==> src/verilog/sp1u_pkg.sv <==
// Package with register map, field positions, reset values and states.
package sp1u_pkg;

  // Register indices; the byte address on the bus is four times the index.
  localparam logic [15:0] SP1U_IDX_CTRL = 16'h0098;
  localparam logic [15:0] SP1U_IDX_DATA = 16'h0099;
  localparam logic [15:0] SP1U_IDX_BAUDL = 16'h009A;
  localparam logic [15:0] SP1U_IDX_BAUDH = 16'h009B;
  localparam logic [15:0] SP1U_IDX_IE = 16'h00A8;
  localparam logic [15:0] SP1U_IDX_SYSCTL = 16'h9001;

  // Field positions in serial_ctrl.
  localparam int SP1U_CTRL_RX_DONE = 0;
  localparam int SP1U_CTRL_TX_DONE = 1;
  localparam int SP1U_CTRL_RX_NINTH = 2;
  localparam int SP1U_CTRL_TX_NINTH = 3;
  localparam int SP1U_CTRL_REN = 4;
  localparam int SP1U_CTRL_MP_FILT = 5;
  localparam int SP1U_CTRL_MODE_LO = 6;
  localparam int SP1U_CTRL_MODE_HI = 7;
  // Field positions in the enable and system-control registers.
  localparam int SP1U_IE_SERIAL = 4;
  localparam int SP1U_SYSCTL_DAM = 0;

  // Reset values.
  localparam logic [7:0] SP1U_CTRL_RST = 8'h00;
  localparam logic [15:0] SP1U_BAUD_RST = 16'h0000;
  localparam logic [7:0] SP1U_IE_RST = 8'h00;
  localparam logic [7:0] SP1U_SYSCTL_RST = 8'h00;

  // Slice timing inside one serial bit.
  localparam logic [3:0] SP1U_SLICE_LAST = 4'hF;
  localparam logic [3:0] SP1U_SAMP_A = 4'h6;
  localparam logic [3:0] SP1U_SAMP_B = 4'h7;
  localparam logic [3:0] SP1U_SAMP_C = 4'h8;
  localparam logic [3:0] SP1U_SHIFT_SLICE = 4'h9;

  // Frame lengths in bits on the line, start and stop included.
  localparam logic [3:0] SP1U_TX_BITS_8 = 4'hA;
  localparam logic [3:0] SP1U_TX_BITS_9 = 4'hB;
  // Receive bit index of the stop bit (8-bit) or ninth bit (9-bit).
  localparam logic [3:0] SP1U_RX_LAST_BIT = 4'h9;

  // AXI responses.
  localparam logic [1:0] SP1U_RESP_OKAY = 2'h0;
  localparam logic [1:0] SP1U_RESP_SLVERR = 2'h2;

  typedef enum logic [1:0] {
    SP1U_TX_IDLE = 2'b00,
    SP1U_TX_WAIT = 2'b01,
    SP1U_TX_SEND = 2'b11
  } sp1u_tx_state_t;

  typedef enum logic {
    SP1U_RX_IDLE = 1'b0,
    SP1U_RX_RUN = 1'b1
  } sp1u_rx_state_t;

endpackage : sp1u_pkg

==> src/verilog/sp1u_serial_port.sv <==
// Full-duplex serial port with baud generator and AXI4-Lite registers.

// Contract
// Bit rate is clock over sixteen times reload-plus-one.
// Separate transmit and receive down-counters reload at zero.
// Data write starts sending; writes while busy dropped.
// Sending begins at the next transmit bit tick.
// 8-bit frame: low start, data LSB first, high stop.
// Stop bit start pulses end, setting transmit done flag.
// Receiver works only while receive enable is set.
// Falling edge restarts the 4-bit slice counter.
// Sample slices 6, 7, 8; take the majority.
// Shift decided bit into shifter at slice 9.
// Nonzero start bit aborts frame, await next edge.
// 8-bit: accept on stop if free and filter passes.
// 9-bit: ninth bit sent after data, before stop.
// 9-bit: accept on ninth bit if free and filter passes.
// Modes 0/1 are 8-bit, modes 2/3 are 9-bit.
// Interrupt is done flags ORed, gated by enable bit.
// Software clears done flags; hardware never does.
// Command mode suppresses interrupt unless direct access set.
// Reading data buffer returns received holding register.
// Master marks address bytes with ninth bit high.
// Chosen reload should keep rate error within 5%.
// Receive line passes a two-stage synchroniser first.
module sp1u_serial_port
  import sp1u_pkg::*;
(
  input wire logic clk,
  input wire logic rst,
  input wire logic [31:0] s_axi_awaddr,
  input wire logic s_axi_awvalid,
  output logic s_axi_awready,
  input wire logic [31:0] s_axi_wdata,
  input wire logic [3:0] s_axi_wstrb,
  input wire logic s_axi_wvalid,
  output logic s_axi_wready,
  output logic [1:0] s_axi_bresp,
  output logic s_axi_bvalid,
  input wire logic s_axi_bready,
  input wire logic [31:0] s_axi_araddr,
  input wire logic s_axi_arvalid,
  output logic s_axi_arready,
  output logic [31:0] s_axi_rdata,
  output logic [1:0] s_axi_rresp,
  output logic s_axi_rvalid,
  input wire logic s_axi_rready,
  input wire logic cmd_detected,
  input wire logic rx_line,
  output logic tx_line,
  output logic serial_irq
);

  // Bus slave state. The ready flags double as "holding register empty".
  logic awready_q, wready_q, bvalid_q, arready_q, rvalid_q;
  logic [1:0] bresp_q, rresp_q;
  logic [31:0] rdata_q;
  logic [15:0] aw_idx_q;
  logic aw_hi_ok_q;
  logic [7:0] wdata_q;
  logic wstrb0_q;

  // Software-visible registers.
  logic [7:0] ctrl_q, ctrl_d;
  logic [7:0] baud_lo_q, baud_hi_q, ie_q, sysctl_q;
  logic [7:0] tx_hold_reg_q, rx_hold_reg_q;
  logic irq_q;

  // Transmitter.
  sp1u_tx_state_t tx_state_q;
  logic [15:0] tx_baud_q;
  logic [3:0] tx_slice_q;
  logic [9:0] tx_shift_q;
  logic [3:0] tx_left_q;
  logic tx_line_q;

  // Receiver.
  sp1u_rx_state_t rx_state_q;
  logic rx_sync1_q, rx_sync2_q, rx_prev_q;
  logic [15:0] rx_baud_q;
  logic [3:0] rx_slice_q;
  logic [3:0] rx_bit_q;
  logic [2:0] rx_samp_q;
  logic [7:0] rx_shifter_q;

  // Bus decode.
  wire logic do_write = ~awready_q & ~wready_q & ~bvalid_q;
  wire logic wr_lane = do_write & wstrb0_q & aw_hi_ok_q;
  wire logic wr_ctrl = wr_lane & (aw_idx_q == SP1U_IDX_CTRL);
  wire logic wr_data = wr_lane & (aw_idx_q == SP1U_IDX_DATA);
  wire logic wr_baudl = wr_lane & (aw_idx_q == SP1U_IDX_BAUDL);
  wire logic wr_baudh = wr_lane & (aw_idx_q == SP1U_IDX_BAUDH);
  wire logic wr_ie = wr_lane & (aw_idx_q == SP1U_IDX_IE);
  wire logic wr_sysctl = wr_lane & (aw_idx_q == SP1U_IDX_SYSCTL);
  wire logic aw_mapped = aw_hi_ok_q & ((aw_idx_q == SP1U_IDX_CTRL) |
      (aw_idx_q == SP1U_IDX_DATA) | (aw_idx_q == SP1U_IDX_BAUDL) |
      (aw_idx_q == SP1U_IDX_BAUDH) | (aw_idx_q == SP1U_IDX_IE) |
      (aw_idx_q == SP1U_IDX_SYSCTL));

  wire logic rd_take = s_axi_arvalid & arready_q;
  wire logic rd_hi_ok = (s_axi_araddr[31:18] == 14'h0000);
  wire logic [15:0] rd_idx = s_axi_araddr[17:2];
  wire logic rd_ctrl = rd_hi_ok & (rd_idx == SP1U_IDX_CTRL);
  wire logic rd_data = rd_hi_ok & (rd_idx == SP1U_IDX_DATA);
  wire logic rd_baudl = rd_hi_ok & (rd_idx == SP1U_IDX_BAUDL);
  wire logic rd_baudh = rd_hi_ok & (rd_idx == SP1U_IDX_BAUDH);
  wire logic rd_ie = rd_hi_ok & (rd_idx == SP1U_IDX_IE);
  wire logic rd_sysctl = rd_hi_ok & (rd_idx == SP1U_IDX_SYSCTL);
  wire logic rd_mapped = rd_ctrl | rd_data | rd_baudl | rd_baudh |
      rd_ie | rd_sysctl;
  wire logic [7:0] rd_byte =
      rd_ctrl ? ctrl_q :
      rd_data ? rx_hold_reg_q :
      rd_baudl ? baud_lo_q :
      rd_baudh ? baud_hi_q :
      rd_ie ? ie_q :
      rd_sysctl ? sysctl_q : 8'h00;

  // Mode and control fields.
  wire logic [15:0] baud_reload = {baud_hi_q, baud_lo_q};
  wire logic nine_bit = ctrl_q[SP1U_CTRL_MODE_HI];
  wire logic rx_enable = ctrl_q[SP1U_CTRL_REN];
  wire logic multiproc_filter = ctrl_q[SP1U_CTRL_MP_FILT];

  // Baud timing: one slice each time a counter reaches zero.
  wire logic tx_slice_tick = (tx_baud_q == 16'h0000);
  wire logic tx_bit_tick = tx_slice_tick & (tx_slice_q == SP1U_SLICE_LAST);
  wire logic rx_slice_tick = (rx_baud_q == 16'h0000);

  // Transmit control.
  wire logic tx_free = (tx_state_q == SP1U_TX_IDLE);
  wire logic tx_load = wr_data & tx_free;
  wire logic tx_start = (tx_state_q == SP1U_TX_WAIT) & tx_bit_tick;
  wire logic tx_step = (tx_state_q == SP1U_TX_SEND) & tx_bit_tick;
  wire logic tx_last = (tx_left_q == 4'h1);
  // The stop bit goes out when two bits are left before the shift.
  wire logic tx_end_pulse = tx_step & (tx_left_q == 4'h2);

  // Receive control.
  wire logic rx_fall = rx_prev_q & ~rx_sync2_q;
  wire logic rx_begin = (rx_state_q == SP1U_RX_IDLE) & rx_enable & rx_fall;
  wire logic rx_run = (rx_state_q == SP1U_RX_RUN);
  wire logic rx_majority = (rx_samp_q[0] & rx_samp_q[1]) |
      (rx_samp_q[0] & rx_samp_q[2]) | (rx_samp_q[1] & rx_samp_q[2]);
  wire logic rx_decide = rx_run & rx_slice_tick &
      (rx_slice_q == SP1U_SHIFT_SLICE);
  wire logic rx_bad_start = rx_decide & (rx_bit_q == 4'h0) &
      rx_majority;
  wire logic rx_final = rx_decide & (rx_bit_q == SP1U_RX_LAST_BIT);
  wire logic rx_accept = rx_final & ~ctrl_q[SP1U_CTRL_RX_DONE] &
      (~multiproc_filter | rx_majority);

  // Interrupt request: flags ORed, gated, and hidden in command mode unless direct access is set.
  wire logic irq_d = (ctrl_q[SP1U_CTRL_RX_DONE] |
      ctrl_q[SP1U_CTRL_TX_DONE]) & ie_q[SP1U_IE_SERIAL] &
      (sysctl_q[SP1U_SYSCTL_DAM] | ~cmd_detected);

  // Flags are set by hardware and cleared only by software writes; a set
  // in the same cycle as a software clear wins.
  always_comb begin
    ctrl_d = ctrl_q;
    if (wr_ctrl) begin
      ctrl_d = wdata_q;
    end
    if (tx_end_pulse) begin
      ctrl_d[SP1U_CTRL_TX_DONE] = 1'b1;
    end
    if (rx_accept) begin
      ctrl_d[SP1U_CTRL_RX_DONE] = 1'b1;
      ctrl_d[SP1U_CTRL_RX_NINTH] = rx_majority;
    end
  end

  // Write channel: take address and data in either order, answer once both.
  always_ff @(posedge clk or posedge rst) begin
    if (rst) begin
      awready_q <= 1'b1;
      wready_q <= 1'b1;
      bvalid_q <= 1'b0;
      bresp_q <= SP1U_RESP_OKAY;
      aw_idx_q <= 16'h0000;
      aw_hi_ok_q <= 1'b0;
      wdata_q <= 8'h00;
      wstrb0_q <= 1'b0;
    end else begin
      if (s_axi_awvalid & awready_q) begin
        awready_q <= 1'b0;
        aw_idx_q <= s_axi_awaddr[17:2];
        aw_hi_ok_q <= (s_axi_awaddr[31:18] == 14'h0000);
      end
      if (s_axi_wvalid & wready_q) begin
        wready_q <= 1'b0;
        wdata_q <= s_axi_wdata[7:0];
        wstrb0_q <= s_axi_wstrb[0];
      end
      if (do_write) begin
        bvalid_q <= 1'b1;
        bresp_q <= aw_mapped ? SP1U_RESP_OKAY : SP1U_RESP_SLVERR;
      end
      if (bvalid_q & s_axi_bready) begin
        bvalid_q <= 1'b0;
        awready_q <= 1'b1;
        wready_q <= 1'b1;
      end
    end
  end

  // Read channel: one read at a time, answered the cycle after address.
  always_ff @(posedge clk or posedge rst) begin
    if (rst) begin
      arready_q <= 1'b1;
      rvalid_q <= 1'b0;
      rdata_q <= 32'h0000_0000;
      rresp_q <= SP1U_RESP_OKAY;
    end else if (rd_take) begin
      arready_q <= 1'b0;
      rvalid_q <= 1'b1;
      rdata_q <= {24'h00_0000, rd_byte};
      rresp_q <= rd_mapped ? SP1U_RESP_OKAY : SP1U_RESP_SLVERR;
    end else if (rvalid_q & s_axi_rready) begin
      rvalid_q <= 1'b0;
      arready_q <= 1'b1;
    end
  end

  // Software registers.
  always_ff @(posedge clk or posedge rst) begin
    if (rst) begin
      ctrl_q <= SP1U_CTRL_RST;
      baud_lo_q <= SP1U_BAUD_RST[7:0];
      baud_hi_q <= SP1U_BAUD_RST[15:8];
      ie_q <= SP1U_IE_RST;
      sysctl_q <= SP1U_SYSCTL_RST;
      irq_q <= 1'b0;
    end else begin
      ctrl_q <= ctrl_d;
      irq_q <= irq_d;
      if (wr_baudl) begin
        baud_lo_q <= wdata_q;
      end
      if (wr_baudh) begin
        baud_hi_q <= wdata_q;
      end
      if (wr_ie) begin
        ie_q <= wdata_q;
      end
      if (wr_sysctl) begin
        sysctl_q <= wdata_q;
      end
    end
  end

  // Transmit baud counter and slice counter.
  always_ff @(posedge clk or posedge rst) begin
    if (rst) begin
      tx_baud_q <= SP1U_BAUD_RST;
      tx_slice_q <= 4'h0;
    end else begin
      tx_baud_q <= tx_slice_tick ? baud_reload : tx_baud_q - 16'h0001;
      if (tx_slice_tick) begin
        tx_slice_q <= tx_slice_q + 4'h1;
      end
    end
  end

  // Transmitter: the shifter holds the bits still to send after the
  // current one, filling with ones so the line idles high.
  always_ff @(posedge clk or posedge rst) begin
    if (rst) begin
      tx_state_q <= SP1U_TX_IDLE;
      tx_hold_reg_q <= 8'h00;
      tx_shift_q <= 10'h3FF;
      tx_left_q <= 4'h0;
      tx_line_q <= 1'b1;
    end else begin
      case (tx_state_q)
        SP1U_TX_IDLE: begin
          if (tx_load) begin
            tx_hold_reg_q <= wdata_q;
            tx_state_q <= SP1U_TX_WAIT;
          end
        end
        SP1U_TX_WAIT: begin
          if (tx_start) begin
            tx_line_q <= 1'b0;
            tx_state_q <= SP1U_TX_SEND;
            if (nine_bit) begin
              tx_shift_q <= {1'b1, ctrl_q[SP1U_CTRL_TX_NINTH],
                  tx_hold_reg_q};
              tx_left_q <= SP1U_TX_BITS_9;
            end else begin
              tx_shift_q <= {2'b11, tx_hold_reg_q};
              tx_left_q <= SP1U_TX_BITS_8;
            end
          end
        end
        SP1U_TX_SEND: begin
          if (tx_step) begin
            if (tx_last) begin
              tx_state_q <= SP1U_TX_IDLE;
              tx_left_q <= 4'h0;
            end else begin
              tx_line_q <= tx_shift_q[0];
              tx_shift_q <= {1'b1, tx_shift_q[9:1]};
              tx_left_q <= tx_left_q - 4'h1;
            end
          end
        end
        default: begin
          tx_state_q <= SP1U_TX_IDLE;
        end
      endcase
    end
  end

  // Receive line synchroniser and edge history.
  always_ff @(posedge clk or posedge rst) begin
    if (rst) begin
      rx_sync1_q <= 1'b1;
      rx_sync2_q <= 1'b1;
      rx_prev_q <= 1'b1;
    end else begin
      rx_sync1_q <= rx_line;
      rx_sync2_q <= rx_sync1_q;
      rx_prev_q <= rx_sync2_q;
    end
  end

  // Receive baud counter, realigned by the start edge.
  always_ff @(posedge clk or posedge rst) begin
    if (rst) begin
      rx_baud_q <= SP1U_BAUD_RST;
    end else if (rx_begin | rx_slice_tick) begin
      rx_baud_q <= baud_reload;
    end else begin
      rx_baud_q <= rx_baud_q - 16'h0001;
    end
  end

  // Receiver: bit 0 is the start bit, 1 to 8 data, 9 stop or ninth bit.
  always_ff @(posedge clk or posedge rst) begin
    if (rst) begin
      rx_state_q <= SP1U_RX_IDLE;
      rx_slice_q <= 4'h0;
      rx_bit_q <= 4'h0;
      rx_samp_q <= 3'b111;
      rx_shifter_q <= 8'h00;
      rx_hold_reg_q <= 8'h00;
    end else begin
      case (rx_state_q)
        SP1U_RX_IDLE: begin
          if (rx_begin) begin
            rx_slice_q <= 4'h0;
            rx_bit_q <= 4'h0;
            rx_state_q <= SP1U_RX_RUN;
          end
        end
        SP1U_RX_RUN: begin
          if (~rx_enable | rx_bad_start | rx_final) begin
            rx_state_q <= SP1U_RX_IDLE;
          end
          if (rx_slice_tick) begin
            rx_slice_q <= rx_slice_q + 4'h1;
            if (rx_slice_q == SP1U_SLICE_LAST) begin
              rx_bit_q <= rx_bit_q + 4'h1;
            end
            if (rx_slice_q == SP1U_SAMP_A) begin
              rx_samp_q[0] <= rx_sync2_q;
            end
            if (rx_slice_q == SP1U_SAMP_B) begin
              rx_samp_q[1] <= rx_sync2_q;
            end
            if (rx_slice_q == SP1U_SAMP_C) begin
              rx_samp_q[2] <= rx_sync2_q;
            end
          end
          if (rx_decide & (rx_bit_q != 4'h0) & ~rx_final) begin
            rx_shifter_q <= {rx_majority, rx_shifter_q[7:1]};
          end
          if (rx_accept) begin
            rx_hold_reg_q <= rx_shifter_q;
          end
        end
        default: begin
          rx_state_q <= SP1U_RX_IDLE;
        end
      endcase
    end
  end

  assign s_axi_awready = awready_q;
  assign s_axi_wready = wready_q;
  assign s_axi_bvalid = bvalid_q;
  assign s_axi_bresp = bresp_q;
  assign s_axi_arready = arready_q;
  assign s_axi_rvalid = rvalid_q;
  assign s_axi_rdata = rdata_q;
  assign s_axi_rresp = rresp_q;
  assign tx_line = tx_line_q;
  assign serial_irq = irq_q;

endmodule : sp1u_serial_port

==> config.mk <==
export PLATFORM = sky130hd
export DESIGN_NAME = sp1u_serial_port
export DESIGN_NICKNAME = d
export VERILOG_FILES = /design/src/verilog/sp1u_pkg.sv /design/src/verilog/sp1u_serial_port.sv
export SDC_FILE = /design/constraint.sdc
export NUM_CORES = 1
export LEC_CHECK = 0
export BUFFER_PORTS_ARGS = -buffer_cell sky130_fd_sc_hd__clkbuf_2
export CORE_MARGIN = 1
export CORE_UTILIZATION = 40
export CTS_BUF_LIST = sky130_fd_sc_hd__clkbuf_2 sky130_fd_sc_hd__clkbuf_4 sky130_fd_sc_hd__clkbuf_8
export DETAILED_ROUTE_END_ITERATION = 10
export PLACE_DENSITY = 0.64
export SETUP_SLACK_MARGIN = 0.2
export SKIP_LAST_GASP = 1
export SYNTH_ARGS = -nofsm -noshare
export SYNTH_HDL_FRONTEND = slang
export SYNTH_SLANG_ARGS = --single-unit
==> constraint.sdc <==
create_clock -name clk -period 13.95 [get_ports clk]
set_input_delay 2.0925 -clock clk [delete_from_list [all_inputs] [get_ports clk]]
set_output_delay 2.0925 -clock clk [all_outputs]
set_load 0.01 [all_outputs]
==> Word-level counts from Yosys, hierarchy flattened <==
Cells that the tools add are included.
{ "totals": {"input_bits": 109, "output_inout_bits": 43, "register_bits": 176, "word_cells": 225} }
{ "op_classes": {"mux": 52, "n_eq_ne": 31, "addsub": 6, "bitwise_logic": 72, "n_reduce_logical": 25} }
{ "ops": {"columns": ["cell", "n"], "rows": [
  ["16-bit by 8-bit == test with 1-bit output (second input constant)", 10],
  ["8-bit two-way mux", 6],
  ["1-bit bitwise AND", 44],
  ["16-bit == test (second input constant)", 2],
  ["16-bit logical NOT", 2],
  ["16-bit two-way mux", 2],
  ["16-bit by 1-bit subtractor with 16-bit output (second input constant)", 2],
  ["10-bit two-way mux", 3],
  ["14-bit logical NOT", 2],
  ["4-bit two-way mux", 7],
  ["4-bit one-hot mux with 2 select lines", 3],
  ["4-bit == test (second input constant)", 5],
  ["10-bit one-hot mux with 2 select lines", 1],
  ["1-bit two-way mux", 19],
  ["1-bit OR", 18],
  ["3-bit AND reduction", 5],
  ["2-bit nonzero test", 7],
  ["4-bit by 1-bit adder with 4-bit output (second input constant)", 3],
  ["2-bit two-way mux", 6],
  ["2-bit inequality test (second input constant)", 5],
  ["1-bit inverter", 10],
  ["9-bit two-way mux", 1],
  ["4-bit by 3-bit == test with 1-bit output (second input constant)", 2],
  ["2-bit AND reduction", 4],
  ["13 further kinds", 17]
]} }

==> Longest topological paths before layout <==
{ "depth": {"depth_word": 9, "depth_mapped": 8, "depth_no_buf": 7} }

==> Worst setup path before layout <==
Ideal clock, no wire load.
{ "synth_timing": {"path_kind": "input -> register", "startpoint": "input s_axi_araddr[7]", "endpoint": "register rdata_q[3], in the netlist s_axi_rdata[3]", "arrival_ps": 3722, "path_buffers": 0, "t_required_ps": 13873, "setup_time_ps": 77, "cell_stages": 5, "path_slack_ps": 10151, "cell_sequence": "or4b_2 -> nor4_2 -> a22oi_1 -> o21a_1 -> a21oi_1"} }
{ "synth_between": {"elab_chain_len": 8, "word_cells_on_any_way": 18} }
{ "synth_rtl": {"columns": ["item", "line_no", "text"], "rows": [
  ["start, declared", "sp1u_serial_port.sv:41", "input wire logic [31:0] s_axi_araddr,"],
  ["16-bit == test", "sp1u_serial_port.sv:108", "wire logic rd_sysctl = rd_hi_ok & (rd_idx == SP1U_IDX_SYSCTL);"],
  ["1-bit bitwise AND", "sp1u_serial_port.sv:108", null],
  ["8-bit two-way mux", "sp1u_serial_port.sv:117", "rd_sysctl ? sysctl_q : 8'h00;"],
  ["8-bit two-way mux", "sp1u_serial_port.sv:116", "rd_ie ? ie_q :"],
  ["8-bit two-way mux", "sp1u_serial_port.sv:115", "rd_baudh ? baud_hi_q :"],
  ["8-bit two-way mux", "sp1u_serial_port.sv:114", "rd_baudl ? baud_lo_q :"],
  ["8-bit two-way mux", "sp1u_serial_port.sv:113", "rd_data ? rx_hold_reg_q :"],
  ["8-bit two-way mux *", "sp1u_serial_port.sv:112", "rd_ctrl ? ctrl_q :"],
  ["end signal, assigned", "sp1u_serial_port.sv:218", "rdata_q <= {24'h00_0000, rd_byte};"],
  ["end, declared", "sp1u_serial_port.sv:57", "logic [31:0] rdata_q;"]
]} }
Every way passes the cells marked *; elsewhere a longest branch is shown, timed or not.
A chain may end at the register's enable or synchronous reset.

==> Worst setup path after layout <==
{ "layout_timing": {"startpoint": "input s_axi_araddr[7]", "endpoint": "register rdata_q[4], in the netlist s_axi_rdata[4]"} }
The elaborated chain is that of the path after synthesis.

==> summary.md <==
| Metric | Value |
|---|---|
| Max-Slew Margin vs Limit | `0.296` |
| Initial antenna violation count | `0` |
| Sw Pwr | `0.481 mW` |
| Seq cells post-synth | `173` |
| Critical Path Fanout Max | `9` |
| Slowest stage cell, crit path | `nor4_2` |
| Clock share of power | `0.253` |
| Status | `complete, no violations` |
| Worst Setup End Kind | `flip-flop` |
| Nets@finish | `945` |
| Die area | `21400 sq um` |
| Die X | `146 microns` |
| Synth Flop Type | `dfrtp_1` |
| Final Hold Fails | `0` |
| Largest net degree at the start of global routing | `102` |
| Power Density | `150 nW/um^2` |
| CP Cell Sequence | `clkbuf_2 > or4b_2 > nor4_2 > a222oi_1 > o31ai_1` |
| VDD IR-drop max | `0.0630 mV` |
| RSZ-0062 raised after global routing | `no` |
| Combinational power share | `0.292` |
| Synth Instances | `731` |
| Max cap viols | `0` |
| Initial drt markers | `357` |
| Cts bufs inserted | `17` |
| Multi-input logic area | `3680 sq um` |
| Sequential cell area | `4350 sq um` |
| Share of the synthesized area in the top cell type | `0.462` |
| Layout Cell Area excl Fill | `9380 sq um` |
| GR Util met2 | `0.272` |
| Slowest stage delay, CP | `0.79 ns` |
| Fillers | `1918` |
| Final WL | `17400 microns` |
| Vias in the first global route | `5562` |
| CP arrival | `4.18 ns` |
| Post-Syn Area | `8340 sq um` |
| H-tree levels | `4` |
| Post-DP HPWL | `12100 microns` |
| Antenna Cells | `0` |
| Num rows | `52` |
| Worst R2R Start | `tx_baud_q[0]$_DFF_PP0_` |
| Endpoints failing setup | `0` |
| Share of layout cells above drive strength 1 | `0.308` |
| WL/cell | `15.7 microns` |
| Sequential share of power | `0.455` |
| Initial core utilization | `0.409` |
| I/O Buffers | `94` |
| Async set-or-reset flop fraction in the synthesized netlist | `1.00` |
| Final Skew | `0.00855 ns` |
| CP Data Required Time | `14.32 ns` |
| ANT nets after route | `0` |
| Sequential fraction of the synthesis area | `0.522` |
| Sink Count | `173` |
| Largest area contributor in the netlist | `dfrtp_1` |
| P&R area growth vs syn | `12.4%` |
| Internal power | `0.924 mW` |
| Synth top cells by count | `154 x dfrtp_1, 82 x mux2_2, 77 x nand2_1, 49 x o21ai_0, 35 x nor2_1` |
| Post-synth EDFFs | `0` |
| Hold_sp | `rx_sync1_q$_DFF_PP1_` |
| Startpoint class of the critical path | `input port` |
| CTS Root Cell | `clkbuf_8` |
| Deepest clock path buffer count | `2` |
| Area after DPL | `8970 sq um` |
| Crit Path Class | `input port to flip-flop` |
| Post-synthesis average cell area | `11.4 sq um` |
| Worst-path clk slew | `0.09 ns` |
| Crit path from | `s_axi_araddr[7]` |
| Actual slew at the worst max-slew pin | `1.05 ns` |
| Lkg Pwr | `4.52 nW` |
| Largest delay share family, worst path | `simple AND/OR/NAND/NOR gates` |
| Die Ht | `146 microns` |
| Final Wtd Congestion | `0.805` |
| Distinct cell type count after synthesis | `63` |
| Remaining global-route overflow | `0` |
| Met1 usage | `0.236` |
| Grt peak-use layer | `met2` |
| Vias | `5713` |
| Hold Crit Class | `flip-flop to flip-flop` |
| Final Max Slew Viols | `0` |
| GR Layer Usage met3 | `0.0269` |
| Period minus WS final | `3.82 ns` |
| Vias per cell | `5.17` |
| Drc violations | `0` |
| Post-route setup TNS | `0 ns` |
| Sw frac | `0.342` |
| Core ar. | `20400 sq um` |
| First-pass GRT wire length | `28800 microns` |
| Cts repair resizes | `0` |
| Worst Path Buf+Inv | `1` |
| # IOs | `152` |
| Hold Buf Count CTS | `0` |
| DRT Pass-1 Iters | `4` |
| Top-count cell post-synth | `dfrtp_1` |
| Setup Buffers After CTS | `0` |
| Syn. warnings | `0` |
| GRT Total Usage | `0.171` |
| Clock latency on the worst-skew pair | `0.46 ns` |
| Synth area leaders | `dfrtp_1 46%, mux2_2 11%, dfstp_2 6.0%` |
| Fmax | `262 MHz` |
| CTS tree | `done` |
| Final Cycle Share | `0.274` |
==> worst paths after layout <==
check	to	depth (start not counted)	slack, ns
min in group asynchronous	aw_idx_q[10]$_DFFE_PP0P_	2	1.81
hold reg to reg	rx_sync2_q$_DFF_PP1_	0	0.36
setup / recovery	s_axi_rdata[4]$_DFFE_PP0P_	5	10.13
max in group asynchronous	baud_lo_q[0]$_DFFE_PP0P_	3	10.63
setup reg to reg	tx_shift_q[8]$_DFFE_PP1P_	7	11.12
hold / removal	rx_sync2_q$_DFF_PP1_	0	0.36
==> cell usage in the layout (no fill, tap or decap), types with 3 or more instances in the layout <==
cell type / instances
nor3_1: 14
or4_1: 10
mux4_2: 6
mux2_2: 82
nand4_1: 8
a222oi_1: 5
buf_4: 3
mux2i_1: 14
ha_1: 14
clkinv_2: 3
a21oi_1: 17
nand2_1: 77
clkbuf_2: 94
clkinvlp_4: 5
nand2b_1: 10
o31ai_1: 7
nand4b_1: 5
a211oi_1: 3
inv_1: 24
o21ai_0: 49
nor4_1: 13
a31oi_1: 4
or4_4: 3
xnor2_1: 17
nor3b_1: 3
nor2_1: 35
clkbuf_8: 21
dfrtp_1: 154
nor4b_1: 4
nor2b_1: 9
nand3_1: 7
conb_1: 26
mux2_4: 8
or3_1: 9
and2_1: 4
xor2_1: 9
dfstp_2: 19
==> final cells by class <==
cell class / count / area share
inverters: 25 / 0.0105
repair buffers: 97 / 0.0526
multi-input cells: 508 / 0.393
clock buffers: 22 / 0.0316
clock inverters: 10 / 0.0120
well taps: 270 / 0.0360
flip-flops and latches: 173 / 0.464
==> power by group through the flow <==
stage                     clock network (mW)  registers (mW)  logic (mW)
after floorplan                            0           0.625       0.331
after global placement                     0           0.649       0.405
after detailed placement                   0           0.650       0.412
after CTS                              0.366           0.641       0.415
after global routing                   0.386           0.650       0.475
final                                  0.355           0.640       0.410
==> flip-flops by register name (all words and copies together) (netlist names), 9 cells and up <==
| name | count |
|---|---|
| aw_idx_q | 16 |
| rx_baud_q | 16 |
| tx_shift_q | 9 |
| tx_baud_q | 16 |
==> through the flow <==
| stage | worst slack [ns] | total power, mW | hold WS [ns] | instances | utilization |
|---|---|---|---|---|---|
| after floorplan | 7.20 | 0.956 | 0.345 | 756 | - |
| after global placement | 9.68 | 1.05 | 0.346 | 1073 | 0.440 |
| after detailed placement | 9.67 | 1.06 | 0.349 | 1073 | 0.440 |
| after CTS | 10.17 | 1.42 | 0.362 | 1105 | 0.460 |
| after global routing | 10.07 | 1.51 | 0.367 | 1105 | 0.460 |
| final | 10.13 | 1.40 | 0.361 | 1105 | 0.460 |
==> logic make-up (layout without fill, tap and decap cells) <==
group / after synthesis / count (layout) / share of synthesized area
and+or+nand+nor: 227 / 227 / 0.147
muxes: 110 / 110 / 0.158
DFF: 173 / 173 / 0.522
other: 1 / 26 / 0.000450
AOI/OAI and AO/OA: 104 / 104 / 0.0758
adders and majority gates: 15 / 15 / 0.0222
xor gates and xnor gates: 26 / 26 / 0.0273
buffers and inverters: 75 / 154 / 0.0476
==> per-layer routing <==
| layer | part of all wire | vias to the layer above |
|---|---|---|
| li1 | - | 2746 |
| met1 | 0.47 | 2821 |
| met2 | 0.47 | 117 |
| met3 | 0.034 | 29 |
| met4 | 0.023 | 0 |
| met5 | 0 | - |
Note: power is estimated with default switching activity, not from simulation.
